--- config.mk ---
export PLATFORM = sky130hd
export DESIGN_NAME = t1fs_status_regs
export DESIGN_NICKNAME = d
export VERILOG_FILES = /design/src/hdl/t1fs_pkg.sv /design/src/hdl/t1fs_status_regs.sv
export SDC_FILE = /design/constraint.sdc
export NUM_CORES = 1
export LEC_CHECK = 0
export ABC_AREA = 1
export BUFFER_PORTS_ARGS = -buffer_cell sky130_fd_sc_hd__buf_2
export CAP_MARGIN = 20
export CORE_UTILIZATION = 49
export CTS_CLUSTER_DIAMETER = 40
export DETAILED_ROUTE_END_ITERATION = 8
export GPL_TIMING_DRIVEN = 0
export PLACE_DENSITY = 0.77
export SETUP_SLACK_MARGIN = 0.1
export SYNTH_ARGS = -nofsm -noshare
export SYNTH_HDL_FRONTEND = slang
export SYNTH_SLANG_ARGS = --single-unit
--- constraint.sdc ---
create_clock -name CLK -period 2 [get_ports CLK]
set_input_delay 0.6 -clock CLK [delete_from_list [all_inputs] [get_ports CLK]]
set_output_delay 0.6 -clock CLK [all_outputs]
set_load 0.01 [all_outputs]
--- src/hdl/t1fs_pkg.sv ---
// Purpose: constants and types of the T1 framer status page block
// Assumes: 100 MHz CLK, Avalon-MM slave with 32-bit data
// Notes: shared by the design and the bench
// Function
// - slot count in bits 7..3
// - bit count in bits 2..0
// - phase word refreshed every 250 us
// - peak detector conversion readable
// - fixed identification code, writes ignored
// - status page decodes 10H..1FH, 1AH unused
// - PRBS error counter counts each error
// - multiframe counter counts each CRC multiframe
// - PRBS counter write clears multiframe counter
// - bit 7 long D4 yellow alarm
// - bit 6 short D4 yellow alarm
// - bit 5 alternate D4 yellow alarm
// - bit 4 ESF yellow alarm
// - bit 3 blue all-ones alarm
// - bit 2 pulse density violation
// - bit 1 loop-up code received
// - bit 0 loop-down code received
// - alarm bits held until read clears
// - interrupt word zero gathers eight flags
// - overflow latch at 1FH for counters
package t1fs_pkg;
  // =====================================================
  // register indices (byte address = 4 * index, plus 80H on page four)
  localparam logic [4:0] IDX_SLIP_PHASE = 5'h18;
  localparam logic [4:0] IDX_PEAK = 5'h1D;
  localparam logic [4:0] IDX_DEV_ID = 5'h1F;
  localparam logic [4:0] IDX_PRBS_ERR = 5'h10;
  localparam logic [4:0] IDX_PRBS_MF = 5'h11;
  localparam logic [4:0] IDX_ALARM = 5'h12;
  localparam logic [4:0] IDX_FRM_ERR = 5'h13;
  localparam logic [4:0] IDX_OOF_COFA = 5'h14;
  localparam logic [4:0] IDX_MF_LOSS = 5'h15;
  localparam logic [4:0] IDX_LCV_HI = 5'h16;
  localparam logic [4:0] IDX_LCV_LO = 5'h17;
  localparam logic [4:0] IDX_CRC_HI = 5'h18;
  localparam logic [4:0] IDX_CRC_LO = 5'h19;
  localparam logic [4:0] IDX_UNUSED = 5'h1A;
  localparam logic [4:0] IDX_IRQ0 = 5'h1B;
  localparam logic [4:0] IDX_IRQ1 = 5'h1C;
  localparam logic [4:0] IDX_IRQ2 = 5'h1D;
  localparam logic [4:0] IDX_IRQ3 = 5'h1E;
  localparam logic [4:0] IDX_OVF = 5'h1F;
  localparam logic [4:0] IDX_PAGE_LO = 5'h10;
  // page select: address bit 7 (0 page three, 1 page four)
  localparam int ADDR_PAGE_BIT = 7;
  // =====================================================
  // field positions
  localparam int SLOT_LSB = 3;
  localparam int BIT_LSB = 0;
  // =====================================================
  // reset values and identity
  localparam logic [7:0] RST_BYTE = 8'h00;
  // arbitrary value, not a real part code
  localparam logic [7:0] DEV_CODE_DEFAULT = 8'h5A;
  // =====================================================
  // timing
  localparam int CLK_PERIOD_NS = 10;
  localparam int FRAME_PERIOD_NS = 250000;
  localparam int FRAME_CYCLES = FRAME_PERIOD_NS / CLK_PERIOD_NS;
  // =====================================================
  // types
  typedef enum logic [1:0] {
    BS_IDLE = 2'b01,
    BS_ACK = 2'b10
  } t1fs_bus_t;
  typedef struct packed {
    logic d4_yellow_long;
    logic d4_yellow_short;
    logic d4_alt_yellow;
    logic esf_yellow;
    logic all_ones_alarm;
    logic density_violation;
    logic loop_up_code;
    logic loop_down_code;
  } t1fs_alarm_t;
  typedef struct packed {
    logic frame_sync_change;
    logic mf_sync_change;
    logic biom_transition;
    logic ais;
    logic loss_of_signal;
    logic severe_error;
    logic tx_slip;
    logic rx_slip;
  } t1fs_irq_t;
  typedef struct packed {
    logic framing_err;
    logic crc_err;
    logic out_of_frame;
    logic align_change;
    logic line_code;
    logic prbs_err;
    logic crc_mf;
    logic mf_sync_loss;
  } t1fs_cnt_ev_t;
endpackage : t1fs_pkg

--- src/hdl/t1fs_status_regs.sv ---
// Purpose: status page registers of a T1 framer
// Assumes: event inputs are one-cycle pulses synchronous to CLK
// Notes: one-cycle wait state on every access
//
// Local design decision: the Avalon-MM interface to the registers.
`timescale 1ns/1ps
module t1fs_status_regs
  import t1fs_pkg::*;
#(
  parameter int FRAME_CYC = FRAME_CYCLES,
  parameter logic [7:0] DEV_CODE = DEV_CODE_DEFAULT
) (
  input wire logic CLK,
  input wire logic RST,
  input wire logic [7:0] ADDRESS,
  input wire logic READ,
  input wire logic WRITE,
  input wire logic [31:0] WRITEDATA,
  input wire logic [3:0] BYTEENABLE,
  output logic [31:0] READDATA,
  output logic WAITREQUEST,
  input wire logic [4:0] TX_SLOT_OFFSET,
  input wire logic [2:0] TX_BIT_OFFSET,
  input wire logic [7:0] PEAK_LEVEL,
  input wire t1fs_alarm_t ALARM_EVENTS,
  input wire t1fs_irq_t IRQ_EVENTS,
  input wire t1fs_cnt_ev_t COUNT_EVENTS,
  input wire logic [7:0] IRQ_WORD1,
  input wire logic [7:0] IRQ_WORD3
);

  // =====================================================
  // functions
  function automatic logic [8:0] inc8(input logic [7:0] v, input logic en);
    inc8 = {1'b0, v} + {8'h00, en};
  endfunction : inc8

  function automatic logic [4:0] inc4(input logic [3:0] v, input logic en);
    inc4 = {1'b0, v} + {4'h0, en};
  endfunction : inc4

  // =====================================================
  // declarations
  t1fs_bus_t bus_q;
  logic wait_q;
  logic [31:0] rdata_q;
  logic [7:0] rbyte_d;
  logic acc;
  logic wr_acc;
  logic rd_acc;
  logic page4;
  logic [4:0] idx;
  logic [7:0] clr_mask;
  logic [15:0] frame_cnt_q;
  logic [7:0] phase_q;
  logic [7:0] peak_q;
  logic [7:0] prbs_err_cnt_q;
  logic [8:0] prbs_err_inc;
  logic [7:0] prbs_mf_cnt_q;
  logic [8:0] prbs_mf_inc;
  logic [7:0] alarm_q;
  logic [7:0] irq0_q;
  logic [7:0] irq2_q;
  logic [7:0] ovf_q;
  logic [7:0] ovf_ev;
  logic [7:0] frm_cnt_q;
  logic [8:0] frm_inc;
  logic [3:0] oof_cnt_q;
  logic [4:0] oof_inc;
  logic [3:0] cofa_cnt_q;
  logic [4:0] cofa_inc;
  logic [7:0] mfl_cnt_q;
  logic [8:0] mfl_inc;
  logic [15:0] lcv_cnt_q;
  logic [16:0] lcv_inc;
  logic [15:0] crc_cnt_q;
  logic [16:0] crc_inc;
  logic [7:0] irq1_q;
  logic [7:0] irq3_q;

  // =====================================================
  // bus handshake
  assign page4 = ADDRESS[ADDR_PAGE_BIT];
  assign idx = ADDRESS[6:2];
  assign acc = (READ || WRITE) && bus_q == BS_ACK;
  assign wr_acc = acc && WRITE && BYTEENABLE[0];
  assign rd_acc = acc && READ;

  always_ff @(posedge CLK) begin
    if (RST) begin
      bus_q <= BS_IDLE;
      wait_q <= 1'b1;
    end else begin
      case (bus_q)
        BS_IDLE: begin
          if (READ || WRITE) begin
            bus_q <= BS_ACK;
            wait_q <= 1'b0;
          end
        end
        BS_ACK: begin
          bus_q <= BS_IDLE;
          wait_q <= 1'b1;
        end
        default: begin
          bus_q <= BS_IDLE;
          wait_q <= 1'b1;
        end
      endcase
    end
  end

  // =====================================================
  // read mux
  always_comb begin
    rbyte_d = RST_BYTE;
    if (!page4) begin
      case (idx)
        IDX_SLIP_PHASE: rbyte_d = phase_q;
        IDX_PEAK: rbyte_d = peak_q;
        IDX_DEV_ID: rbyte_d = DEV_CODE;
        default: rbyte_d = RST_BYTE;
      endcase
    end else begin
      case (idx)
        IDX_PRBS_ERR: rbyte_d = prbs_err_cnt_q;
        IDX_PRBS_MF: rbyte_d = prbs_mf_cnt_q;
        IDX_ALARM: rbyte_d = alarm_q;
        IDX_FRM_ERR: rbyte_d = frm_cnt_q;
        IDX_OOF_COFA: rbyte_d = {oof_cnt_q, cofa_cnt_q};
        IDX_MF_LOSS: rbyte_d = mfl_cnt_q;
        IDX_LCV_HI: rbyte_d = lcv_cnt_q[15:8];
        IDX_LCV_LO: rbyte_d = lcv_cnt_q[7:0];
        IDX_CRC_HI: rbyte_d = crc_cnt_q[15:8];
        IDX_CRC_LO: rbyte_d = crc_cnt_q[7:0];
        IDX_UNUSED: rbyte_d = RST_BYTE;
        IDX_IRQ0: rbyte_d = irq0_q;
        IDX_IRQ1: rbyte_d = irq1_q;
        IDX_IRQ2: rbyte_d = irq2_q;
        IDX_IRQ3: rbyte_d = irq3_q;
        IDX_OVF: rbyte_d = ovf_q;
        default: rbyte_d = RST_BYTE;
      endcase
    end
  end

  // data captured when the wait state is dropped, so it stands at the accept edge
  always_ff @(posedge CLK) begin
    if (RST) begin
      rdata_q <= 32'h0000_0000;
    end else if (bus_q == BS_IDLE && READ) begin
      rdata_q <= {24'h00_0000, rbyte_d};
    end
  end

  // only bits shown to software are cleared; later events survive
  assign clr_mask = rd_acc ? rdata_q[7:0] : 8'h00;

  // =====================================================
  // frame timer and sampled status
  always_ff @(posedge CLK) begin
    if (RST) begin
      frame_cnt_q <= 16'h0000;
    end else if (frame_cnt_q == 16'(FRAME_CYC - 1)) begin
      frame_cnt_q <= 16'h0000;
    end else begin
      frame_cnt_q <= frame_cnt_q + 16'h0001;
    end
  end

  always_ff @(posedge CLK) begin
    if (RST) begin
      phase_q <= RST_BYTE;
    end else if (frame_cnt_q == 16'(FRAME_CYC - 1)) begin
      phase_q[7:SLOT_LSB] <= TX_SLOT_OFFSET;
      phase_q[SLOT_LSB-1:BIT_LSB] <= TX_BIT_OFFSET;
    end
  end

  always_ff @(posedge CLK) begin
    if (RST) begin
      peak_q <= RST_BYTE;
    end else begin
      peak_q <= PEAK_LEVEL;
    end
  end

  // =====================================================
  // PRBS counters
  assign prbs_err_inc = inc8(prbs_err_cnt_q, COUNT_EVENTS.prbs_err);
  assign prbs_mf_inc = inc8(prbs_mf_cnt_q, COUNT_EVENTS.crc_mf);

  always_ff @(posedge CLK) begin
    if (RST) begin
      prbs_err_cnt_q <= RST_BYTE;
    end else if (wr_acc && page4 && idx == IDX_PRBS_ERR) begin
      prbs_err_cnt_q <= WRITEDATA[7:0];
    end else begin
      prbs_err_cnt_q <= prbs_err_inc[7:0];
    end
  end

  always_ff @(posedge CLK) begin
    if (RST) begin
      prbs_mf_cnt_q <= RST_BYTE;
    end else if (wr_acc && page4 && idx == IDX_PRBS_ERR) begin
      prbs_mf_cnt_q <= RST_BYTE;
    end else begin
      prbs_mf_cnt_q <= prbs_mf_inc[7:0];
    end
  end

  // =====================================================
  // error and event counters
  assign frm_inc = inc8(frm_cnt_q, COUNT_EVENTS.framing_err);
  assign oof_inc = inc4(oof_cnt_q, COUNT_EVENTS.out_of_frame);
  assign cofa_inc = inc4(cofa_cnt_q, COUNT_EVENTS.align_change);
  assign mfl_inc = inc8(mfl_cnt_q, COUNT_EVENTS.mf_sync_loss);
  assign lcv_inc = {1'b0, lcv_cnt_q} + {16'h0000, COUNT_EVENTS.line_code};
  assign crc_inc = {1'b0, crc_cnt_q} + {16'h0000, COUNT_EVENTS.crc_err};

  always_ff @(posedge CLK) begin
    if (RST) begin
      frm_cnt_q <= RST_BYTE;
      oof_cnt_q <= 4'h0;
      cofa_cnt_q <= 4'h0;
      mfl_cnt_q <= RST_BYTE;
      lcv_cnt_q <= 16'h0000;
      crc_cnt_q <= 16'h0000;
    end else begin
      frm_cnt_q <= frm_inc[7:0];
      oof_cnt_q <= oof_inc[3:0];
      cofa_cnt_q <= cofa_inc[3:0];
      mfl_cnt_q <= mfl_inc[7:0];
      lcv_cnt_q <= lcv_inc[15:0];
      crc_cnt_q <= crc_inc[15:0];
    end
  end

  assign ovf_ev = {frm_inc[8], crc_inc[16], oof_inc[4], cofa_inc[4],
                   lcv_inc[16], prbs_err_inc[8], prbs_mf_inc[8], mfl_inc[8]};

  // =====================================================
  // sticky latches, set wins over read clear; IRQ_WORD1 and IRQ_WORD3 are plain registered copies
  always_ff @(posedge CLK) begin
    if (RST) begin
      alarm_q <= RST_BYTE;
    end else if (page4 && idx == IDX_ALARM) begin
      alarm_q <= (alarm_q & ~clr_mask) | ALARM_EVENTS;
    end else begin
      alarm_q <= alarm_q | ALARM_EVENTS;
    end
  end

  always_ff @(posedge CLK) begin
    if (RST) begin
      irq0_q <= RST_BYTE;
    end else if (page4 && idx == IDX_IRQ0) begin
      irq0_q <= (irq0_q & ~clr_mask) | IRQ_EVENTS;
    end else begin
      irq0_q <= irq0_q | IRQ_EVENTS;
    end
  end

  always_ff @(posedge CLK) begin
    if (RST) begin
      irq2_q <= RST_BYTE;
    end else if (page4 && idx == IDX_IRQ2) begin
      irq2_q <= (irq2_q & ~clr_mask) | ovf_ev;
    end else begin
      irq2_q <= irq2_q | ovf_ev;
    end
  end

  always_ff @(posedge CLK) begin
    if (RST) begin
      ovf_q <= RST_BYTE;
    end else if (page4 && idx == IDX_OVF) begin
      ovf_q <= (ovf_q & ~clr_mask) | ovf_ev;
    end else begin
      ovf_q <= ovf_q | ovf_ev;
    end
  end

  always_ff @(posedge CLK) begin
    if (RST) begin
      irq1_q <= RST_BYTE;
      irq3_q <= RST_BYTE;
    end else begin
      irq1_q <= IRQ_WORD1;
      irq3_q <= IRQ_WORD3;
    end
  end

  // =====================================================
  // outputs
  assign READDATA = rdata_q;
  assign WAITREQUEST = wait_q;

endmodule : t1fs_status_regs
==> run summary, run 1 <==
Flop pwr share = 0.473
FF+latch area = 3243 um^2
Psw = 0.001815 W
Largest net degree at the start of global routing = 17
Measured slew at the worst slew-check pin = 0.8366 ns
Synthesized area = 7789 um^2
YS warnings = 0
Part of the Yosys area used for sequential elements = 0.4164
Internal power = 0.005399 W
WL per Instance = 15.21 um
CTS tree = done
Inserted Diodes = 0
FF-to-FF End = crc_cnt_q[14]$_SDFF_PP0_
MaxCap Viol Count = 0
Compound-Gate Fraction of Synth Area = 0.1176
Share of post-route cells with drive strength above 1 = 0.1462
CP dominant cell by count = buf_2
Die area = 16400 um^2
#FFs+latches synth = 162
Type of origin of the critical path = input port
Port-buffer cells = 83
Die H = 128.1 um
Clk pin slew, worst setup/hold paths = 0.07 ns
Number of fill cells = 1435
Final Core Density = 0.5976
RSZ-0062 raised after global routing = yes
Via count = 7826
Final hold viol count = 0
Worst hold path type = in -> reg
Initial core utilization = 0.5067
Syn Inst Count = 1126
Die X = 128.1 um
TritonRoute pass-1 iters = 7
Largest family of logic cells by synthesized area = simple AND/OR/NAND/NOR gates
Status = complete, no violations
Switching share of power = 0.2516
WHS = 0.3575 ns
Multi-input gate area = 3801 um^2
Area after DPL = 8554 um^2
Commonest non-fill, non-tap cell in the layout = nand2_1
Total clock sinks = 162
Synthesized-area fraction occupied by xor and xnor cells = 0.01687
Total congestion overflow = 0
Mean post-synth cell area = 6.917 um^2
Number of global-route vias before repair = 6901
Routability congestion estimate from global placement = 0.9611
Crit-path slowest cell = nor2_1
Min-delay src = PEAK_LEVEL[1]
DP Wirelength = 16470 um
Post-Layout Cell Count = 1476
Worst slew margin = 0.4423
Final setup skew = 0.009151 ns
Simple-Gate Fraction of Synth Area = 0.3097
CP endpoint kind = flop
Power Dens Cells = 785.4 nW/um^2
Worst Hold Depth = 3
Crit path DAT = 2.09 ns
CTS Hold Buffers Added = 0
Post-synthesis mux area share = 0
CTS H-Tree Depth = 4
Area grow syn2layout = 17.93%
Share of total power in the clock network = 0.447
Clock tree buffer depth = 2
First-pass GRT wire length = 34780 um
Final Instance Area = 9185 um^2
Synth unique cells = 32
Worst hold endpoint = peak_q[1]$_SDFF_PP0_
CP cell instances = buf_2 > nor2_4 > inv_1 > nor2_1 > nand2_1 > buf_2 > o21ai_0 > a21oi_1
Crit path max fanout = 10
Biggest regs = crc_cnt_q x16, frame_cnt_q x16, lcv_cnt_q x16
Tcrit/Tclk final = 0.8815
Crit Path Class = in -> reg
Via-to-Cell Ratio = 5.302
RR Startpoint = crc_cnt_q[0]$_SDFF_PP0_
Most frequent cells in the layout = nand2_1, dfxtp_1, nor2_1
Clk_lat worst skew = 0.44 ns
CTS buffer count = 17
Dpl cells = 1443
Post-route DRC = 0
GRT Util Overall = 0.2808
FP Rows = 45
NumNets Final = 1373
CP required = 2.32 ns
Io pins = 137
Fmax = 0.5672 GHz
Core area = 15370 um^2
Max rail drop VDD = 0.6142 mV
Leak = 4.147 nW
Routed Antenna Nets = 0
Setup_tns = 0 ns
DRT iter0 DRCs = 739
Setup-failing EPs final = 0
Gate power share = 0.080
Final Max Slew Viols = 0
Tmin final = 1.763 ns
Routed wire length = 22450 um
Antenna violations before repair = 0
Synth Area in Adders = 0.02731
Clock root cell = clkbuf_16
R2R depth = 9
R2r setup slk = 0.26 ns
Crit-path max cell delay = 0.27 ns
timing repair:
action | 4_1_cts | 5_1_grt
resized for setup | 0 | 18
hold endpoints to repair | 0 | 0
setup buffers | 0 | 1
setup endpoints to repair | 0 | 24
cell type report:
cell class | instances | area share
clock inverter | 14 | 0.01648
multi-input combinational | 790 | 0.4138
inverter | 139 | 0.05680
tap | 211 | 0.02874
clock buffer | 18 | 0.04672
buffer | 58 | 0.03828
timing repair buffer | 84 | 0.04604
sequential | 162 | 0.3531
synthesized netlist by cell type (all sizes together):
master,instances,area share
nor2,176,0.089
inv,139,0.067
o211ai,2,0.0019
o21ai,79,0.051
dfxtp,162,0.42
or2,3,0.0024
a21oi,87,0.056
nor3,21,0.013
nor3b,6,0.0058
o221a,1,0.0014
buf,39,0.036
nor4,2,0.0016
xnor2,8,0.0090
xor2,7,0.0079
ha,17,0.027
a211oi,5,0.0048
a31oi,1,0.00080
clkbuf,19,0.0092
and3b,1,0.0011
o21a,2,0.0019
conb,1,0.00048
nand3,92,0.061
nand2,221,0.11
nand4,35,0.028
power groups by stage:
stage	combinational, W	sequential [W]	clock, W
floorplan	0.000345	0.00346	0
global placement	0.000550	0.00348	0
detailed placement	0.000562	0.00348	0
CTS	0.000567	0.00341	0.00325
global route	0.000641	0.00341	0.00338
finish	0.000579	0.00341	0.00323
metal layers:
layer  track usage  share of wire  vias to the layer above
li1              -              -                     3853
met1        0.3514           0.41                     3524
met2        0.4479           0.45                      368
met3       0.07596          0.096                       81
met4        0.1356          0.044                        0
met5             0              0                        -
per-stage QoR:
step	setup WS, ns	total power, W
finish	0.2370	0.007214
global placement	-0.2200	0.004026
CTS	0.1145	0.007225
detailed placement	-0.2303	0.004038
global route	0.05319	0.007439
floorplan	0.1935	0.003801
worst max-delay path: cells and delay by family:
| kind | cells | cell delay (ns) |
|---|---|---|
| and+or+nand+nor | 3 | 0.76 |
| buffers and inverters | 3 | 0.50 |
| AOI/OAI and AO/OA | 2 | 0.21 |
cells by family after synthesis:
family,after synthesis
other cells,1
compound gates,177
fa+ha+maj,17
xor+xnor,15
flops,162
simple gates,557
buf+inv,197
worst max-delay path by stage:
stage                                  startpoint                            to
after global routing      crc_cnt_q[0]$_SDFF_PP0_      crc_cnt_q[11]$_SDFF_PP0_
after CTS                 crc_cnt_q[0]$_SDFF_PP0_      crc_cnt_q[11]$_SDFF_PP0_
final                                  ADDRESS[3]  prbs_err_cnt_q[5]$_SDFF_PP0_
after detailed placement               ADDRESS[3]  prbs_err_cnt_q[7]$_SDFF_PP0_
after global placement                        RST       phase_q[6]$_SDFFE_PP0P_
after floorplan                   COUNT_EVENTS[6]      crc_cnt_q[11]$_SDFF_PP0_
Power figures use the tool's default switching activity.
==> inputs of run 2 (changes only) <==
GPL_TIMING_DRIVEN = not set   (was 0)
clock period = 2.3 ns   (was 2 ns; I/O delays follow)
==> run 2 against run 1 <==
Via count shrank 6.7%. Clock-buffer cell count grew 2. Wire length shrank 11%. Critical path depth is the same. Cell count shrank 2.4%. Sequential share of layout area grew 0.81 points. First-iteration DRC count shrank 25%. Largest cell class unchanged. Largest power group unchanged.
==> run summary, run 2 (same netlist as run 1, synthesis figures left out) <==
Routability congestion estimate from global placement = 0.9602
CP endpoint kind = flop
Setup_tns = 0 ns
FP Rows = 45
Clk_lat worst skew = 0.44 ns
Clk pin slew, worst setup/hold paths = 0.06 ns
GRT Util Overall = 0.2507
CTS H-Tree Depth = 4
Post-CTS Resized = 0
Antenna violations before repair = 2
Internal power = 0.004662 W
TritonRoute pass-1 iters = 5
Via count = 7300
Min-delay src = IRQ_WORD3[1]
Setup WS pre-CTS = 0.1136 ns
Die H = 128.1 um
Gate power share = 0.072
Final Core Density = 0.5841
RSZ-0062 raised after global routing = no
RR Startpoint = frame_cnt_q[0]$_SDFF_PP0_
Routed Antenna Nets = 0
R2R depth = 8
Clock tree buffer depth = 2
Flop pwr share = 0.479
Largest net degree at the start of global routing = 93
Number of global-route vias before repair = 6374
Dpl cells = 1408
Via-to-Cell Ratio = 5.066
Io pins = 137
Pwr Total = 0.006175 W
CTS Hold Buffers Added = 0
Total congestion overflow = 0
Final hold viol count = 0
DP Wirelength = 14270 um
Type of origin of the critical path = flop
Final setup skew = 0.008047 ns
NumNets Final = 1337
Clock root cell = clkbuf_16
Die area = 16400 um^2
Psw = 0.001513 W
MaxCap Viol Count = 0
Share of post-route cells with drive strength above 1 = 0.1245
Measured slew at the worst slew-check pin = 0.5143 ns
Tcrit/Tclk final = 0.7895
Commonest non-fill, non-tap cell in the layout = nand2_1
Setup ws final = 0.4842 ns
Fmax = 0.5507 GHz
Crit path DAT = 2.12 ns
First-pass GRT wire length = 31420 um
FF-to-FF End = frame_cnt_q[14]$_SDFF_PP0_
Status = complete, no violations
CTS buffer count = 17
Most frequent cells in the layout = nand2_1, nor2_1, dfxtp_1
Post-Layout Cell Count = 1441
WL per Instance = 13.86 um
Number of fill cells = 1448
Setup-failing EPs final = 0
Routed wire length = 19980 um
Max rail drop VDD = 0.5321 mV
Crit Path Class = reg -> reg
Port-buffer cells = 83
Initial core utilization = 0.5067
Worst slew margin = 0.6559
Biggest regs = crc_cnt_q x16, frame_cnt_q x16, lcv_cnt_q x16
Post-CTS Setup Inserts = 0
CTS tree = done
R2r setup slk = 0.48 ns
Share of total power in the clock network = 0.448
Core area = 15370 um^2
DRT iter0 DRCs = 552
Tmin final = 1.816 ns
Worst hold path type = in -> reg
CP required = 2.60 ns
Die X = 128.1 um
Post-route DRC = 0
Power Dens Cells = 687.7 nW/um^2
Switching share of power = 0.2450
Worst Hold Depth = 3
Crit path max fanout = 5
Final Max Slew Viols = 0
Worst hold endpoint = irq3_q[1]$_SDFF_PP0_
Total clock sinks = 162
Area grow syn2layout = 15.28%
Leak = 4.026 nW
run 2: changes by cell type in the layout (fill, tap and decap cells not counted), moves of 2 or more:
cell / change
clkinv_4: +3
buf_4: -13
clkbuf_2: -3
nor2_1: +8
buf_2: -5
inv_6: -3
nor2_2: -7
buf_12: +2
clkbuf_1: -14
run 2: power by group through the flow:
| stage | clock network, W | logic, W | registers [W] |
|---|---|---|---|
| 6_report | 0.00277 | 0.000446 | 0.00296 |
| 5_1_grt | 0.00292 | 0.000506 | 0.00297 |
| 4_1_cts | 0.00280 | 0.000443 | 0.00296 |
| 3_5_place_dp | 0 | 0.000439 | 0.00302 |
| 3_3_place_gp | 0 | 0.000430 | 0.00302 |
| 2_1_floorplan | 0 | 0.000300 | 0.00301 |
run 2: metal layers:
metal  part of all wire  GRT usage
met5            0.00045          0
met4              0.028     0.1087
met3              0.074    0.05426
met2               0.46     0.4028
met1               0.44     0.3246
run 2: stage by stage:
step,cell area (um^2),hold WS (ns)
after global placement,8404,0.4271
final,8979,0.4457
after CTS,8976,0.4462
after floorplan,7875,0.4176
after detailed placement,8404,0.4457
after global routing,8979,0.4460
run 2: area by class of cell:
| class | instances | area [um^2] | share of cell area |
|---|---|---|---|
| antenna | 1 | 2.502 | 0.0002787 |
| clock buffer | 20 | 436.7 | 0.04863 |
| clock inverter | 12 | 135.1 | 0.01505 |
| inverter | 139 | 521.8 | 0.05811 |
| multi-input combinational | 790 | 3762 | 0.4190 |
| sequential | 162 | 3243 | 0.3612 |
| tap | 211 | 264.0 | 0.02940 |
| timing repair buffer | 106 | 613.1 | 0.06828 |
run 2: critical path: stages, from the launching register on:
cell,delay [ns]
dfxtp_1,0.36
ha_1,0.18
nand2_1,0.09
inv_1,0.10
nand4_1,0.16
nor2_1,0.29
nand3_1,0.23
o21ai_0,0.20
a21oi_1,0.08
run 2: worst max-delay path by stage:
stage | from | endpoint | slack [ns]
detailed placement | COUNT_EVENTS[6] | crc_cnt_q[14]$_SDFF_PP0_ | 0.11
finish | frame_cnt_q[0]$_SDFF_PP0_ | frame_cnt_q[14]$_SDFF_PP0_ | 0.48
CTS | frame_cnt_q[0]$_SDFF_PP0_ | frame_cnt_q[14]$_SDFF_PP0_ | 0.50
global route | crc_cnt_q[0]$_SDFF_PP0_ | crc_cnt_q[14]$_SDFF_PP0_ | 0.30
floorplan | COUNT_EVENTS[6] | crc_cnt_q[11]$_SDFF_PP0_ | 0.40
global placement | COUNT_EVENTS[6] | crc_cnt_q[10]$_SDFF_PP0_ | 0.15
==> inputs of run 3 (changes only) <==
PLACE_DENSITY = 0.8   (was 0.77)
clock period = 1.47 ns   (was 2.3 ns; I/O delays follow)
==> run 3 against run 2 <==
The flow now finishes with violations (setup timing). Hold slack worse by 0.25 ns. Clock skew rose by 0.0026 ns. Global-route usage rose by 2.8 points. Critical path depth is 1 higher. Worst setup slack worse by 0.61 ns. Critical endpoint is now irq2_q[6]$_SDFF_PP0_. Highest routed layer is now met4.
==> run summary, run 3 (same netlist as run 1, synthesis figures left out) <==
Status = finished, violations left
Failing checks = setup timing
NumNets Final = 1431
Number of fill cells = 1117
CTS H-Tree Depth = 4
TritonRoute pass-1 iters = 5
Most frequent cells in the layout = nand2_1, nor2_1, dfxtp_1
GRT Util Overall = 0.2783
Setup ws final = -0.1218 ns
First-pass GRT wire length = 35210 um
Crit Path Class = reg -> reg
Antenna violations before repair = 0
Tmin final = 1.592 ns
Routability congestion estimate from global placement = 0.9205
CTS Hold Buffers Added = 0
Routed wire length = 23900 um
Crit-path slowest cell = dfxtp_2
Core area = 15370 um^2
Clk pin slew, worst setup/hold paths = 0.07 ns
Area after DPL = 9116 um^2
Type of origin of the critical path = flop
Clock tree buffer depth = 2
FP Rows = 45
Die X = 128.1 um
Via-to-Cell Ratio = 5.331
CP cell instances = ha_4 > ha_4 > nand2_4 > nor2_4 > nand2_2 > nor2_4 > buf_4 > nand3_2 > a21oi_2
Leak = 4.761 nW
Crit path DAT = 1.95 ns
Worst hold path type = in -> reg
Fmax = 0.6282 GHz
Number of global-route vias before repair = 7285
Inserted Diodes = 0
Share of post-route cells with drive strength above 1 = 0.3220
Routed Antenna Nets = 0
Die area = 16400 um^2
Area grow syn2layout = 39.21%
Post-Layout Cell Count = 1534
WL per Instance = 15.58 um
Final Instance Area = 10840 um^2
Final setup skew = 0.01067 ns
Clock root cell = clkbuf_16
MaxCap Viol Count = 0
Post-route DRC = 0
Total clock sinks = 162
Clk_lat worst skew = 0.44 ns
Via count = 8178
Io pins = 137
Commonest non-fill, non-tap cell in the layout = nand2_1
Initial core utilization = 0.5067
Biggest regs = crc_cnt_q x16, frame_cnt_q x16, lcv_cnt_q x16
Port-buffer cells = 83
RSZ-0062 raised after global routing = yes
Power Dens Cells = 980.1 nW/um^2
Tcrit/Tclk final = 1.083
Dpl cells = 1457
CP endpoint kind = flop
CTS buffer count = 17
Final Max Slew Viols = 0
Final hold viol count = 0
Die H = 128.1 um
Setup WS pre-CTS = -0.3633 ns
CTS tree = done
Max rail drop VDD = 0.9440 mV
Crit-path max cell delay = 0.35 ns
WHS = 0.1957 ns
Final Core Density = 0.7054
DP Wirelength = 15790 um
Largest net degree at the start of global routing = 52
Total congestion overflow = 0
Crit path max fanout = 3
Setup-failing EPs final = 11
CP required = 1.83 ns
DRT iter0 DRCs = 811
## run 3: stage by stage
stage | total power, W | setup TNS [ns]
after floorplan | 0.005225 | -0.1340
after global placement | 0.005544 | -12.56
after detailed placement | 0.005567 | -14.58
after CTS | 0.01051 | -0.3349
after global routing | 0.01096 | -2.174
final | 0.01063 | -0.5927
## run 3: worst paths after layout
path                                                 from                        end  slack (ns)  cells after the start
worst min register to register  frame_cnt_q[0]$_SDFF_PP0_  frame_cnt_q[0]$_SDFF_PP0_        0.46                      1
worst max-delay path              crc_cnt_q[0]$_SDFF_PP0_       irq2_q[6]$_SDFF_PP0_       -0.12                      9
worst max register to register    crc_cnt_q[0]$_SDFF_PP0_       irq2_q[6]$_SDFF_PP0_       -0.12                      9
worst min-delay path                        PEAK_LEVEL[0]       peak_q[0]$_SDFF_PP0_        0.20                      3
## run 3: area by class of cell
cell class	count	area, um^2	share of cell area
multi-input cells	790	4607	0.4249
flip-flops and latches	162	3291	0.3035
repair buffers	200	1498	0.1381
inverters	139	529.3	0.04881
clock buffers	17	425.4	0.03923
well taps	211	264.0	0.02435
clock inverters	15	229.0	0.02112
## run 3: power by group
part | switching, W | internal (W)
Combinational | 0.000545 | 0.000439
Sequential | 0.000134 | 0.00455
Clock | 0.00193 | 0.00303
Total | 0.00261 | 0.00802
## run 3: what timing repair did
| action | CTS | global route |
|---|---|---|
| setup endpoints to repair | 55 | 97 |
| gates cloned | 0 | 1 |
| resized for setup | 59 | 169 |
| setup buffers | 17 | 29 |
| pin swaps | 29 | 63 |
## run 3: routing by layer
layer  wire length, um  up-vias  GRT usage
met2             11540      359     0.4482
met1              9674     3769     0.3429
li1                  -     3964          -
met3              1626       86    0.07053
met5                 0        -          0
met4              1055        0     0.1467
## run 3: worst max-delay path: cells and delay by family, from the launching register on
kind                       cells  cell delay, ns
adders and majority gates      2            0.31
and+or+nand+nor                5            0.49
buffers and inverters          1            0.14
DFF                            1            0.35
AOI/OAI and AO/OA              1            0.20
